**src/hw/routing_pkg.sv**
```systemverilog
/*
 Constants for the peripheral signal routing block: register offsets,
 field positions, reset values and field encodings.
 Assumes a 32-bit Avalon-MM slave with word-aligned registers.
*/
package routing_pkg;
   // ==========================================================
   // Register map
   localparam logic [3:0] routing0_offset = 4'h0;
   localparam logic [3:0] routing1_offset = 4'h4;
   localparam logic [7:0] routing0_reset = 8'h00;
   localparam logic [7:0] routing1_reset = 8'h00;
   // ==========================================================
   // Field positions
   localparam int twowire_lsb = 6;
   localparam int serial1_bit = 5;
   localparam int serial0_bit = 4;
   localparam int sync_serial_bit = 3;
   localparam int can_route_lsb = 0;
   localparam int cap3_bit = 7;
   localparam int cap2_bit = 6;
   localparam int trig_falling_bit = 2;
   localparam int trig_source_lsb = 0;
   localparam logic [7:0] routing1_mask = 8'hc7;
   // ==========================================================
   // Encodings
   localparam logic [1:0] twowire_port_j = 2'h0;
   localparam logic [1:0] twowire_port_s = 2'h1;
   localparam logic [1:0] twowire_port_t = 2'h2;
   localparam logic [1:0] twowire_reserved = 2'h3;
   localparam logic [2:0] can_default = 3'h0;
   localparam logic [2:0] can_direct = 3'h1;
   localparam logic [2:0] can_probe = 3'h4;
   localparam logic [2:0] can_conformance = 3'h6;
   localparam logic [1:0] trig_compare2 = 2'h0;
   localparam logic [1:0] trig_analog15 = 2'h1;
   localparam logic [1:0] trig_analog1 = 2'h2;
   localparam logic [1:0] trig_port_p4 = 2'h3;
endpackage

```
**src/hw/signal_routing.sv**
```systemverilog
/*
 Peripheral signal routing: two byte-wide routing registers behind an
 Avalon-MM slave steer the two-wire bus, serial channels, synchronous
 serial port, CAN interface, timer capture inputs and converter trigger.
 Assumes all peripheral signals are on core_clk; pin inputs are
 synchronised here. Pad output enables come from the peripherals.
*/
// The Avalon-MM register port and the address map were left to the implementer.
`timescale 1ns/1ps
module signal_routing (
   input wire logic core_clk, // System clock
   input wire logic reset_n, // Asynchronous reset, active low
   input wire logic [3:0] address, // Avalon byte address
   input wire logic read, // Avalon read
   input wire logic write, // Avalon write
   input wire logic [31:0] writedata, // Avalon write data
   input wire logic [3:0] byteenable, // Avalon byte enables
   output logic [31:0] readdata, // Avalon read data
   output logic waitrequest, // Avalon wait
   input wire logic special_mode, // High in special mode
   input wire logic twowire_scl, // Two-wire clock out
   input wire logic twowire_sda, // Two-wire data out
   input wire logic serial1_transmit, // Serial 1 transmit
   input wire logic serial0_transmit, // Serial 0 transmit
   input wire logic [3:0] spi_out, // SPI miso,mosi,sck,ss outputs
   input wire logic can_ctrl_transmit, // CAN controller transmit
   input wire logic transceiver_receive_out, // Transceiver receive
   input wire logic transceiver_direct_bit, // Direct-control bit
   input wire logic can_ctrl_enable, // CAN controller enabled
   input wire logic transceiver_enable, // Transceiver enabled
   input wire logic analog_comparator_0, // Comparator 0 out
   input wire logic analog_comparator_1, // Comparator 1 out
   input wire logic compare2_out, // First timer compare 2
   input wire logic compare2_pin_disable, // Compare 2 pin disable
   input wire logic [7:0] port_t_in, // Port T pins
   input wire logic [7:0] port_s_in, // Port S pins
   input wire logic [1:0] port_j_in, // Port J pins
   input wire logic [1:0] can_pin_in, // CAN pins rx, tx
   input wire logic port_p4_in, // Port P pin 4
   input wire logic analog1_in, // Analog port pin 1
   input wire logic analog15_in, // Analog port pin 15
   output logic [7:0] port_t_out, // Port T drive
   output logic [7:0] port_s_out, // Port S drive
   output logic [1:0] port_j_out, // Port J drive
   output logic [7:0] port_t_sel, // Port T peripheral owned
   output logic [7:0] port_s_sel, // Port S peripheral owned
   output logic [1:0] port_j_sel, // Port J peripheral owned
   output logic [1:0] can_pin_out, // CAN pin drive tx, rx
   output logic [1:0] can_pin_sel, // CAN pins owned
   output logic transceiver_transmit_in, // Transceiver transmit
   output logic can_ctrl_receive, // CAN controller receive
   output logic twowire_scl_in, // Two-wire clock in
   output logic twowire_sda_in, // Two-wire data in
   output logic serial1_receive, // Serial 1 receive
   output logic serial0_receive, // Serial 0 receive
   output logic [3:0] spi_in, // SPI miso,mosi,sck,ss inputs
   output logic timer1_cap2, // Second timer capture 2
   output logic timer1_cap3, // Second timer capture 3
   output logic conv_trigger, // Trigger, rising-edge active
   output logic compare2_pin_active, // Compare 2 drives its pin
   output logic [7:0] routing0_out, // Routing register 0
   output logic [7:0] routing1_out // Routing register 1
);
   // ==========================================================
   // Pin synchronisers
   logic [22:0] pin_meta;
   logic [22:0] pin_sync;
   wire [22:0] pin_raw = {port_t_in, port_s_in, port_j_in, can_pin_in,
      port_p4_in, analog1_in, analog15_in};
   always_ff @(posedge core_clk or negedge reset_n) begin
      if (!reset_n) begin
         pin_meta <= '0;
         pin_sync <= '0;
      end else begin
         pin_meta <= pin_raw;
         pin_sync <= pin_meta;
      end
   end
   wire [7:0] pt = pin_sync[22:15];
   wire [7:0] ps = pin_sync[14:7];
   wire [1:0] pj = pin_sync[6:5];
   wire [1:0] pcan = pin_sync[4:3];
   wire pp4 = pin_sync[2];
   wire pad1 = pin_sync[1];
   wire pad15 = pin_sync[0];

   // ==========================================================
   // Register slave
   logic [7:0] module_routing_0;
   logic [7:0] module_routing_1;
   logic routing0_locked;
   logic read_done;
   wire sel0 = address == routing_pkg::routing0_offset;
   wire sel1 = address == routing_pkg::routing1_offset;
   wire wr_lane = write && byteenable[0];
   wire wr0_ok = wr_lane && sel0 && (special_mode || !routing0_locked);
   wire wr1_ok = wr_lane && sel1;
   wire [7:0] read_mux = sel0 ? module_routing_0 :
      sel1 ? (module_routing_1 & routing_pkg::routing1_mask) : 8'h00;
   // Reads wait one cycle so data come from a flop.
   assign waitrequest = read && !read_done;
   always_ff @(posedge core_clk or negedge reset_n) begin
      if (!reset_n) begin
         module_routing_0 <= routing_pkg::routing0_reset;
         module_routing_1 <= routing_pkg::routing1_reset;
         routing0_locked <= 1'b0;
         readdata <= 32'h0000_0000;
         read_done <= 1'b0;
      end else begin
         if (wr0_ok) begin
            module_routing_0 <= writedata[7:0];
         end
         if (wr_lane && sel0 && !special_mode) begin
            routing0_locked <= 1'b1;
         end
         if (wr1_ok) begin
            module_routing_1 <= writedata[7:0] & routing_pkg::routing1_mask;
         end
         read_done <= read && !read_done;
         if (read && !read_done) begin
            readdata <= {24'h00_0000, read_mux};
         end
      end
   end
   assign routing0_out = module_routing_0;
   assign routing1_out = module_routing_1;

   // ==========================================================
   // Field decode
   wire [1:0] twowire_pin_select = module_routing_0[routing_pkg::twowire_lsb +: 2];
   wire serial1_pin_select = module_routing_0[routing_pkg::serial1_bit];
   wire serial0_pin_select = module_routing_0[routing_pkg::serial0_bit];
   wire sync_serial_pin_select = module_routing_0[routing_pkg::sync_serial_bit];
   wire [2:0] can_interface_route = module_routing_0[routing_pkg::can_route_lsb +: 3];
   wire timer1_cap3_source = module_routing_1[routing_pkg::cap3_bit];
   wire timer1_cap2_source = module_routing_1[routing_pkg::cap2_bit];
   wire conv_trigger_falling = module_routing_1[routing_pkg::trig_falling_bit];
   wire [1:0] conv_trigger_source = module_routing_1[routing_pkg::trig_source_lsb +: 2];

   wire tw_t = twowire_pin_select == routing_pkg::twowire_port_t;
   wire tw_s = twowire_pin_select == routing_pkg::twowire_port_s;
   wire tw_j = twowire_pin_select == routing_pkg::twowire_port_j;
   wire s1_t = serial1_pin_select;
   wire s1_s = !serial1_pin_select;
   wire s0_s = serial0_pin_select;
   wire s0_j = !serial0_pin_select;
   wire sp_t = sync_serial_pin_select;
   wire sp_s = !sync_serial_pin_select;

   // Lower pin list wins where two functions collide on a pin.
   always_comb begin
      port_t_sel = {{4{sp_t}}, 2'b00, {2{tw_t | s1_t}}};
      port_s_sel = {2'b00, {2{s1_s}}, {2{sp_s}}, {2{tw_s | s0_s | sp_s}}};
      port_j_sel = {2{tw_j | s0_j}};
      // The synchronous serial outputs are packed ss, sck, mosi, miso, which is pin order.
      port_t_out = {spi_out, 4'h0};
      port_t_out[1:0] = tw_t ? {twowire_scl, twowire_sda} :
         s1_t ? {serial1_transmit, 1'b0} : 2'b00;
      port_s_out = {2'b00, serial1_transmit, 1'b0, 4'h0};
      port_s_out[3:2] = sp_s ? spi_out[3:2] : 2'b00;
      port_s_out[1:0] = tw_s ? {twowire_scl, twowire_sda} :
         s0_s ? {serial0_transmit, 1'b0} : sp_s ? spi_out[1:0] : 2'b00;
      port_j_out = tw_j ? {twowire_scl, twowire_sda} :
         s0_j ? {serial0_transmit, 1'b0} : 2'b00;
   end
   assign twowire_scl_in = tw_t ? pt[1] : tw_s ? ps[1] : tw_j ? pj[1] : 1'b1;
   assign twowire_sda_in = tw_t ? pt[0] : tw_s ? ps[0] : tw_j ? pj[0] : 1'b1;
   assign serial1_receive = s1_t ? pt[0] : ps[4];
   assign serial0_receive = s0_s ? ps[0] : pj[0];
   // Input order: ss, sck, mosi, miso.
   assign spi_in = sp_t ? pt[7:4] : {ps[3], ps[2], ps[1], ps[0]};

   // ==========================================================
   // CAN interface
   wire can_open = can_interface_route == routing_pkg::can_conformance;
   wire can_dir = can_interface_route == routing_pkg::can_direct;
   wire can_prb = can_interface_route == routing_pkg::can_probe;
   assign transceiver_transmit_in = can_dir ? transceiver_direct_bit :
      can_open ? pcan[0] : can_ctrl_transmit;
   assign can_ctrl_receive = can_open ? pcan[1] : transceiver_receive_out;
   // Pin 1 carries controller transmit, pin 0 transceiver receive.
   assign can_pin_sel = {(can_prb | can_open) & can_ctrl_enable,
      (can_prb | can_open) & transceiver_enable};
   assign can_pin_out = {can_pin_sel[1] & can_ctrl_transmit,
      can_pin_sel[0] & transceiver_receive_out};

   // ==========================================================
   // Timer and converter trigger
   assign timer1_cap3 = timer1_cap3_source ? analog_comparator_1 : pt[3];
   assign timer1_cap2 = timer1_cap2_source ? analog_comparator_0 : pt[2];
   wire trig_raw = conv_trigger_source == routing_pkg::trig_port_p4 ? pp4 :
      conv_trigger_source == routing_pkg::trig_analog1 ? pad1 :
      conv_trigger_source == routing_pkg::trig_analog15 ? pad15 : compare2_out;
   assign conv_trigger = trig_raw ^ conv_trigger_falling;
   // Trigger selection never steals the compare pin.
   assign compare2_pin_active = !compare2_pin_disable;
endmodule

```
**config.mk**
```make
export PLATFORM = sky130hd
export DESIGN_NAME = signal_routing
export DESIGN_NICKNAME = d
export VERILOG_FILES = /design/src/hw/routing_pkg.sv /design/src/hw/signal_routing.sv
export SDC_FILE = /design/constraint.sdc
export NUM_CORES = 1
export LEC_CHECK = 0
export BUFFER_PORTS_ARGS = -buffer_cell sky130_fd_sc_hd__buf_2
export CORE_ASPECT_RATIO = 2
export CORE_MARGIN = 4
export CORE_UTILIZATION = 45
export CTS_CLUSTER_SIZE = 12
export DETAILED_ROUTE_END_ITERATION = 10
export PLACE_DENSITY = 0.86
export RECOVER_POWER = 50
export SLEW_MARGIN = 0
export SYNTH_ARGS = -nofsm -noshare
export SYNTH_HDL_FRONTEND = slang
export SYNTH_SLANG_ARGS = --single-unit
```
**constraint.sdc**
```tcl
create_clock -name core_clk -period 3.7 [get_ports core_clk]
set_input_delay 0.37 -clock core_clk [delete_from_list [all_inputs] [get_ports core_clk]]
set_output_delay 0.37 -clock core_clk [all_outputs]
set_load 0.02 [all_outputs]
```
======== Word-level counts from Yosys, hierarchy flattened ========
Cells that the tools add are included.
storage, ports and cells
  bits of input ports ..................... 85
  bits in latches ......................... 0
  bits in writable memories ............... 0
  register bits ........................... 69
  output and inout port bits .............. 103
  logic and storage cells ................. 69
  memories ................................ 0
  ROM bits ................................ 0
cells by class
  equal/unequal tests ..................... 9
  order comparisons ....................... 0
  div/mod/pow operators ................... 0
  multiplexer cells ....................... 27
  reduce and logical (&&, ||, !) cells .... 16
  add/sub/neg operators ................... 0
  bitwise operators ....................... 10
  $mul .................................... 0
  shifts and indexed selects .............. 0
operator list
  cell                number
  $mux 1              16
  $mux 2              8
  $mux 8              2
  $logic_not 1->1     7
  $eq 2x2->1 const B  3
  $eq 3x3->1 const B  2
  $logic_and 1x1->1   6
  $or 1x1->1          5
  $and 1x1->1         4
  $eq 2x1->1 const B  2
  $eq 4x3->1 const B  1
  $logic_not 4->1     1
  $mux 4              1
  $eq 3x1->1 const B  1
  $logic_not 2->1     1
  $logic_or 1x1->1    1
  $xor 1x1->1         1

======== Depth between registers and ports, before layout ========
Gate-level depths: netlist of the first run.
  depth after elaboration ................. 5
  depth in mapped cells ................... 5
  mapped depth without buffers ............ 3

======== Worst setup path after synthesis of the first run ========
No wires, ideal clock.
  path type ............................... reg-to-output
  start ................................... reg module_routing_0[6], in the netlist routing0_out[6]
  end ..................................... out port_j_sel[1]
  stages on the path, launching flop included .. 4
  slack ................................... 1.852 ns
  data required time ...................... 3.330 ns
  data arrival time ....................... 1.478 ns
  cells stage by stage .................... dfrtp_1 > clkbuf_1 > o21ai_0 > buf_4
on the way
  word-level cells in the longest chain between the ends .. 2
RTL lines
  what                      line                   text
  start: declaration        signal_routing.sv:89   logic [7:0] module_routing_0;
  start signal: assignment  signal_routing.sv:104  module_routing_0 <= routing_pkg::routing0_reset;
  start signal: assignment  signal_routing.sv:111  module_routing_0 <= writedata[7:0];
  $logic_not 2->1           signal_routing.sv:142  wire tw_j = twowire_pin_select == routing_pkg::twowire_port_j;
  $or 1x1->1                signal_routing.sv:154  port_j_sel = {2{tw_j | s0_j}};
  end: declaration          signal_routing.sv:47   output logic [1:0] port_j_sel,
Every way passes these cells.

======== Final worst setup path of the first run ========
  start ................................... reg module_routing_0[6], in the netlist routing0_out[6]
  end ..................................... out port_s_out[0]
on the way
  word-level cells in the longest chain between the ends .. 2
RTL lines
  what              line                   text
  $eq 2x1->1        signal_routing.sv:141  wire tw_s = twowire_pin_select == routing_pkg::twowire_port_s;
  $mux 2            signal_routing.sv:161  port_s_out[1:0] = tw_s ? {twowire_scl, twowire_sda} :
  end: declaration  signal_routing.sv:43   output logic [7:0] port_s_out,
Every way passes these cells.

==> results of run 1 <==
==> worst paths after layout <==
path / start / end / slack [ns] / depth (start not counted)
hold reg to reg: pin_meta[3]$_DFF_PN0_ / pin_sync[3]$_DFF_PN0_ / 0.34 / 0
max in group asynchronous: reset_n / pin_meta[19]$_DFF_PN0_ / 2.05 / 2
hold / removal: analog15_in / pin_meta[0]$_DFF_PN0_ / 0.16 / 1
setup reg to reg: routing0_locked$_DFFE_PN0P_ / routing0_out[0]$_DFFE_PN0P_ / 2.01 / 3
setup / recovery: routing0_out[6]$_DFFE_PN0P_ / port_s_out[0] / 1.65 / 4
min in group asynchronous: reset_n / pin_sync[10]$_DFF_PN0_ / 0.46 / 1
==> area by class of cell <==
class                           instances  area, µm²
Clock buffer                           12        267
Clock inverter                          3       65.1
Fill cell                             494       2520
Inverter                                5       18.8
Multi-Input combinational cell        133        873
Sequential cell                        63       1580
Tap cell                               63       78.8
Timing Repair Buffer                  122        604
==> power by group through the flow <==
stage | logic (mW) | clock network (mW) | registers [mW]
3_5_place_dp | 0.488 | 0 | 0.828
4_1_cts | 0.490 | 0.923 | 0.816
2_1_floorplan | 0.365 | 0 | 0.831
3_3_place_gp | 0.479 | 0 | 0.822
6_report | 0.485 | 0.903 | 0.815
5_1_grt | 0.520 | 0.956 | 0.828
==> per-layer routing <==
metal	up-vias	track usage	wire length, µm	share of wire
met3	18	0.0443	538	0.095
met2	111	0.271	3010	0.53
li1	882	-	-	-
met4	0	0.103	219	0.039
met1	885	0.161	1900	0.33
met5	-	0	0	0
==> critical path: cells and delay by family, from the launching register on <==
| family | cells | cell delay, ns |
|---|---|---|
| AOI/OAI and AO/OA | 1 | 0.18 |
| DFF | 1 | 0.57 |
| buffers and inverters | 1 | 0.15 |
| and+or+nand+nor | 2 | 0.46 |
==> through the flow <==
step | utilization | hold slack [ns]
3_3_place_gp | 0.526 | 0.331
6_report | 0.580 | 0.155
3_5_place_dp | 0.526 | 0.335
2_1_floorplan | - | 0.0744
5_1_grt | 0.580 | 0.141
4_1_cts | 0.581 | 0.102
==> logic make-up (layout without fill, tap and decap cells) <==
group	after synthesis	in the layout	share of synthesized area
AO/OA/AOI/OAI	19	19	0.0471
XOR/XNOR	1	1	0.00317
buffers and inverters	65	142	0.162
flip-flops	63	63	0.570
multiplexers	30	30	0.124
other	1	36	0.00136
AND/OR/NAND/NOR	47	47	0.0928
==> flip-flops by register name (all words and copies together), names as in the netlist <==
name	cells
pin_meta	20
pin_sync	20
readdata	8
routing0_out	8
routing1_out	5
read_done	1
routing0_locked	1
==> synth_stat cells <==
cell / instances / share of area
dfrtp_1: 63 / 0.57
buf_4: 52 / 0.14
mux2_2: 24 / 0.098
nand2_1: 16 / 0.022
clkbuf_1: 7 / 0.0095
nor2_1: 7 / 0.0095
nor2b_1: 6 / 0.014
o21ai_0: 6 / 0.011
inv_1: 5 / 0.0068
mux2i_1: 5 / 0.018
o31ai_1: 5 / 0.014
nand2b_1: 3 / 0.0068
and2_1: 2 / 0.0045
and3_1: 2 / 0.0045
nor3b_1: 2 / 0.0054
o22a_1: 2 / 0.0063
or3_1: 2 / 0.0045
a211oi_1: 1 / 0.0027
a21o_1: 1 / 0.0027
a21oi_1: 1 / 0.0018
a221oi_1: 1 / 0.0032
a22o_1: 1 / 0.0032
and3b_1: 1 / 0.0032
buf_6: 1 / 0.0041
conb_1: 1 / 0.0014
mux4_2: 1 / 0.0081
nand3_1: 1 / 0.0018
nor3_1: 1 / 0.0018
nor4_1: 1 / 0.0023
nor4_4: 1 / 0.0077
nor4b_1: 1 / 0.0032
o21a_1: 1 / 0.0027
or2_2: 1 / 0.0023
xor2_1: 1 / 0.0032
==> run metrics, run 1 <==
Syn Area/Cell=12.2 µm²; grt ovf=0; clock sinks=63; clk buf depth=2; H-Tree Depth=3; DRC viols=0; Max transition margin=-0.0869; Psw=0.637 mW; Clk network pwr share=0.410; layout cell share with drive strength beyond 1=0.464; Gate power share=0.220; DR vias=~1,900; Seq cells post-synth=63; commonest non-fill, non-tap cell in the layout=buf_2; total core area=between 0.006 and 0.007 mm²; PwrDens=632 mW/mm²; ratio of final minimum period to clock period=0.555; Setup Buffers After CTS=0; failing checks=capacitance limit, slew limit; die width=around 63 µm; Port Buffers=121; # nets final=between 400 and 500; Worst Path Required=approximately 3.3 ns; TritonCTS clock tree=done; Hold Crit Class=in2reg; area of the mapped netlist=0.00277 mm²; Post-CTS Resized=0; die height=119 µm; CP Capture Type=output pin; Tmin final=2.05 ns; synth unique cells=34; largest net degree at the start of global routing=33; DP Area=0.00316 mm²; worst slew pin tran=1.63 ns; vias in the first global route=between 1,500 and 2,000; Sum Neg Setup Slack=0 ns; vias per cell=4.73; Clock Skew=0.00479 ns; CTS Buf Count=9; Slew Viols, Final=33; Pleak=~1.8 nW; Root Driver=clkbuf_16; clock slew at reported path FFs=0.05 ns; final hold vios=0; die area=0.00754 mm²; first-pass GRT wire length=between 9000 and 10,000 µm; clk_lat worst skew=0.32 ns; CP max-delay cell=dfrtp_1; total track usage=0.157; DR WL/cell=14.1 µm; Max-Cap Viols=1; Synth Instances=226; Post-Layout Inst Area=roughly 0.0035 mm²; register area share after synthesis=0.570; critical path class=reg2out; Core Rows=40; most frequent cells in the layout=buf_2, dfrtp_1, conb_1; Final Setup Violations=0; Hold-fix buffers, CTS=0; sequential share of power=0.370; power after layout=approximately 2.2 mW; Peak Freq=487 MHz; initial core utilization=0.460; initial antenna violation count=0; Worst Path Arrival=between 1.5 and 2 ns; sw frac=0.289; max incr delay on CP=0.57 ns; Routed Antenna Nets=0; outcome=finished with violations; pre-CTS setup slack=about 1.6 ns; Layout Cells excl Fill=401; RSZ-0062 raised after global routing=false; Cell Chain, Critical Path=nor2b_1 -> nor3_1 -> a22o_1 -> buf_2; VDD IR max=0.344 mV; Top Ports=188; final worst setup slack=approximately 1.6 ns; Routed WL=5670 µm; Pint=1.57 mW; YS warnings=0; Detailed Place HPWL=4400 µm; largest fanout on the critical path=12; Placed Cells incl. Taps=~390; drt first pass iters=4; Area Overhead vs Synth=26.0%; DR iter-0 viols=123; Antenna diodes=0; GP Congestion=between 0.7 and 0.8; CP startpoint kind=register
No activity file was read; power rests on OpenSTA's default activity.
==> run 2, diff against run 1 <==
--- a/config.mk
+++ b/config.mk
@@ -5,13 +5,14 @@
 export SDC_FILE = /design/constraint.sdc
 export NUM_CORES = 1
 export LEC_CHECK = 0
+export ABC_AREA = 1
 export BUFFER_PORTS_ARGS = -buffer_cell sky130_fd_sc_hd__buf_2
 export CORE_ASPECT_RATIO = 2
 export CORE_MARGIN = 4
-export CORE_UTILIZATION = 45
+export CORE_UTILIZATION = 42
 export CTS_CLUSTER_SIZE = 12
 export DETAILED_ROUTE_END_ITERATION = 10
-export PLACE_DENSITY = 0.86
+export PLACE_DENSITY = 0.8
 export RECOVER_POWER = 50
 export SLEW_MARGIN = 0
 export SYNTH_ARGS = -nofsm -noshare
==> constraint.sdc (replaced) <==
create_clock -name core_clk -period 1.9 [get_ports core_clk]
set_input_delay 0.19 -clock core_clk [delete_from_list [all_inputs] [get_ports core_clk]]
set_output_delay 0.19 -clock core_clk [all_outputs]
set_load 0.02 [all_outputs]
==> run metrics, run 2 <==
max incr delay on CP=0.45 ns; number of flops mapped to enable cells by yosys=0; area of the mapped netlist=between 0.002 and 0.003 mm²; die width=66.2 µm; Worst Path Arrival=1.51 ns; clock slew at reported path FFs=0.05 ns; worst slew pin tran=between 0.8 and 0.9 ns; layout cell share with drive strength beyond 1=0.282; Most used DFF post-synth=dfrtp_1; most numerous cell in the Yosys netlist=nand2_1; Tmin final=1.70 ns; DRC viols=0; commonest non-fill, non-tap cell in the layout=buf_2; Seq cells post-synth=63; Peak Freq=about 600 MHz; DR vias=2,313; GP Congestion=0.835; Syn Area/Cell=9.33 µm²; Synth Instances=between 300 and 400; Detailed Place HPWL=between 4000 and 5000 µm; area leader, netlist=dfrtp_1; Top Ports=188; # nets final=524; DR WL/cell=12.3 µm; synth unique cells=22; biggest regs=pin_meta x20, pin_sync x20; Max transition margin=0.408; clk buf depth=2; VDD IR max=0.748 mV; hold_ws=about 0.11 ns; Port Buffers=121; drt first pass iters=6; ratio of final minimum period to clock period=0.894; die height=124 µm; largest net degree at the start of global routing=40; Routed Antenna Nets=0; R2R depth=4; Setup Buffers After CTS=0; Core Rows=42; outcome=completed; RSZ-0062 raised after global routing=false; YS warnings=0; PwrDens=1010 mW/mm²; Final Setup Violations=0; Pleak=2.06 nW; Post-synth top cells=nand2_1, dfrtp_1, buf_4; H-Tree Depth=3; Routed WL=between 6000 and 7000 µm; most frequent cells in the layout=buf_2, nand2_1, dfrtp_1; fillers=628; largest fanout on the critical path=6; die area=0.00824 mm²; Area Overhead vs Synth=30.3%; clk_lat worst skew=0.32 ns; initial core utilization=0.430; total core area=0.00662 mm²; asr flop ratio synth=1.00; Slew Viols, Final=0; vias in the first global route=approximately 2,200; CP startpoint kind=register; Root Driver=clkbuf_16; worst r2r src=read_done$_DFF_PN0_; Cell Chain, Critical Path=inv_1 -> nand2_1 -> o21ai_0 -> buf_2; synth top area cells=dfrtp_1, buf_4, nand2_1; first-pass GRT wire length=about 10,000 µm; Sum Neg Setup Slack=0 ns; Worst Path Required=1.71 ns; Antenna diodes=0; Max-Cap Viols=0; area share of the largest cell type after synthesis=0.554; total track usage=0.168; CP Capture Type=output pin; final hold vios=0; Clock Skew=0.00527 ns; Hold Crit Endpoint=routing0_out[4]$_DFFE_PN0P_; Hold Crit Class=in2reg; R2R setup slack=around 0.46 ns; clock sinks=63; critical path class=reg2out; TritonCTS clock tree=done; CP max-delay cell=dfrtp_1; register area share after synthesis=0.554; hold path depth=3; r2r endpoint=readdata[5]$_DFFE_PN0P_; worst hold start=writedata[4]; initial antenna violation count=1; vias per cell=roughly 4.4; grt ovf=0; DR iter-0 viols=89; CTS Buf Count=9
==> run 2: changes by cell type in the layout (fill, tap and decap cells not counted), sizes merged, moves of 13 or more <==
cell | before | now
nand2 | 16 | 84
inv | 5 | 30
nand3 | 1 | 26
mux2 | 24 | 2
dlygate4sd3 | 0 | 21
buf | 115 | 102
==> run 2: how the worst max path moves through the flow <==
stage | start | depth (start not counted) | to
2_1_floorplan | routing0_out[3]$_DFFE_PN0P_ | 3 | port_s_sel[1]
5_1_grt | routing0_out[6]$_DFFE_PN0P_ | 5 | twowire_sda_in
4_1_cts | routing0_out[6]$_DFFE_PN0P_ | 5 | twowire_sda_in
3_3_place_gp | routing0_out[3]$_DFFE_PN0P_ | 4 | port_s_out[1]
3_5_place_dp | routing0_out[6]$_DFFE_PN0P_ | 5 | twowire_sda_in
6_report | routing0_out[7]$_DFFE_PN0P_ | 4 | twowire_sda_in
==> run 2: power breakdown <==
group | internal (mW) | switching (mW)
clock network | 0.901 | 0.532
registers | 1.44 | 0.0944
logic | 0.255 | 0.533
==> run 2: cell families after synthesis <==
group | count (synthesis) | share of synthesized area
AO/OA/AOI/OAI | 21 | 0.0383
buffers and inverters | 85 | 0.183
flip-flops | 63 | 0.554
multiplexers | 2 | 0.00792
other | 1 | 0.00132
AND/OR/NAND/NOR | 133 | 0.215
==> run 2: timing repair <==
action | 4_1_cts | 5_1_grt
endpoints found under the setup margin | 0 | 1
resized for setup | 0 | 1
hold endpoints to repair | 44 | 0
hold buffers | 21 | 0
==> run 2: cell type report <==
class	count	area [µm²]	area share
Tap cell	88	110	0.0297
Inverter	30	113	0.0304
Sequential cell	63	1580	0.426
Multi-Input combinational cell	192	840	0.227
Timing Repair Buffer	143	801	0.216
Clock buffer	11	243	0.0655
Clock inverter	4	22.5	0.00608
==> run 2: per-layer routing <==
metal | track usage | vias up | wire (µm)
met5 | 0 | - | 12
met4 | 0.105 | 2 | 272
met3 | 0.0415 | 20 | 585
met2 | 0.280 | 107 | 3460
met1 | 0.183 | 1057 | 2210
li1 | - | 1127 | -
==> run 2: worst max-delay path, delay by kind of cell (launching register included) <==
kind	cells	cell delay (ns)
buffers and inverters	2	0.36
AOI/OAI and AO/OA	1	0.22
and+or+nand+nor	1	0.15
DFF	1	0.45
==> run 2: per-stage QoR <==
| step | cells | power [mW] | worst slack (ns) | area (µm²) | utilization |
|---|---|---|---|---|---|
| 3_3_place_gp | 495 | 2.31 | 0.617 | 3300 | 0.499 |
| 2_1_floorplan | 340 | 2.12 | 0.402 | 2980 | - |
| 4_1_cts | 531 | 3.80 | 0.156 | 3780 | 0.571 |
| 6_report | 531 | 3.75 | 0.201 | 3710 | 0.560 |
| 3_5_place_dp | 495 | 2.33 | 0.526 | 3300 | 0.499 |
| 5_1_grt | 531 | 3.94 | 0.0643 | 3710 | 0.560 |
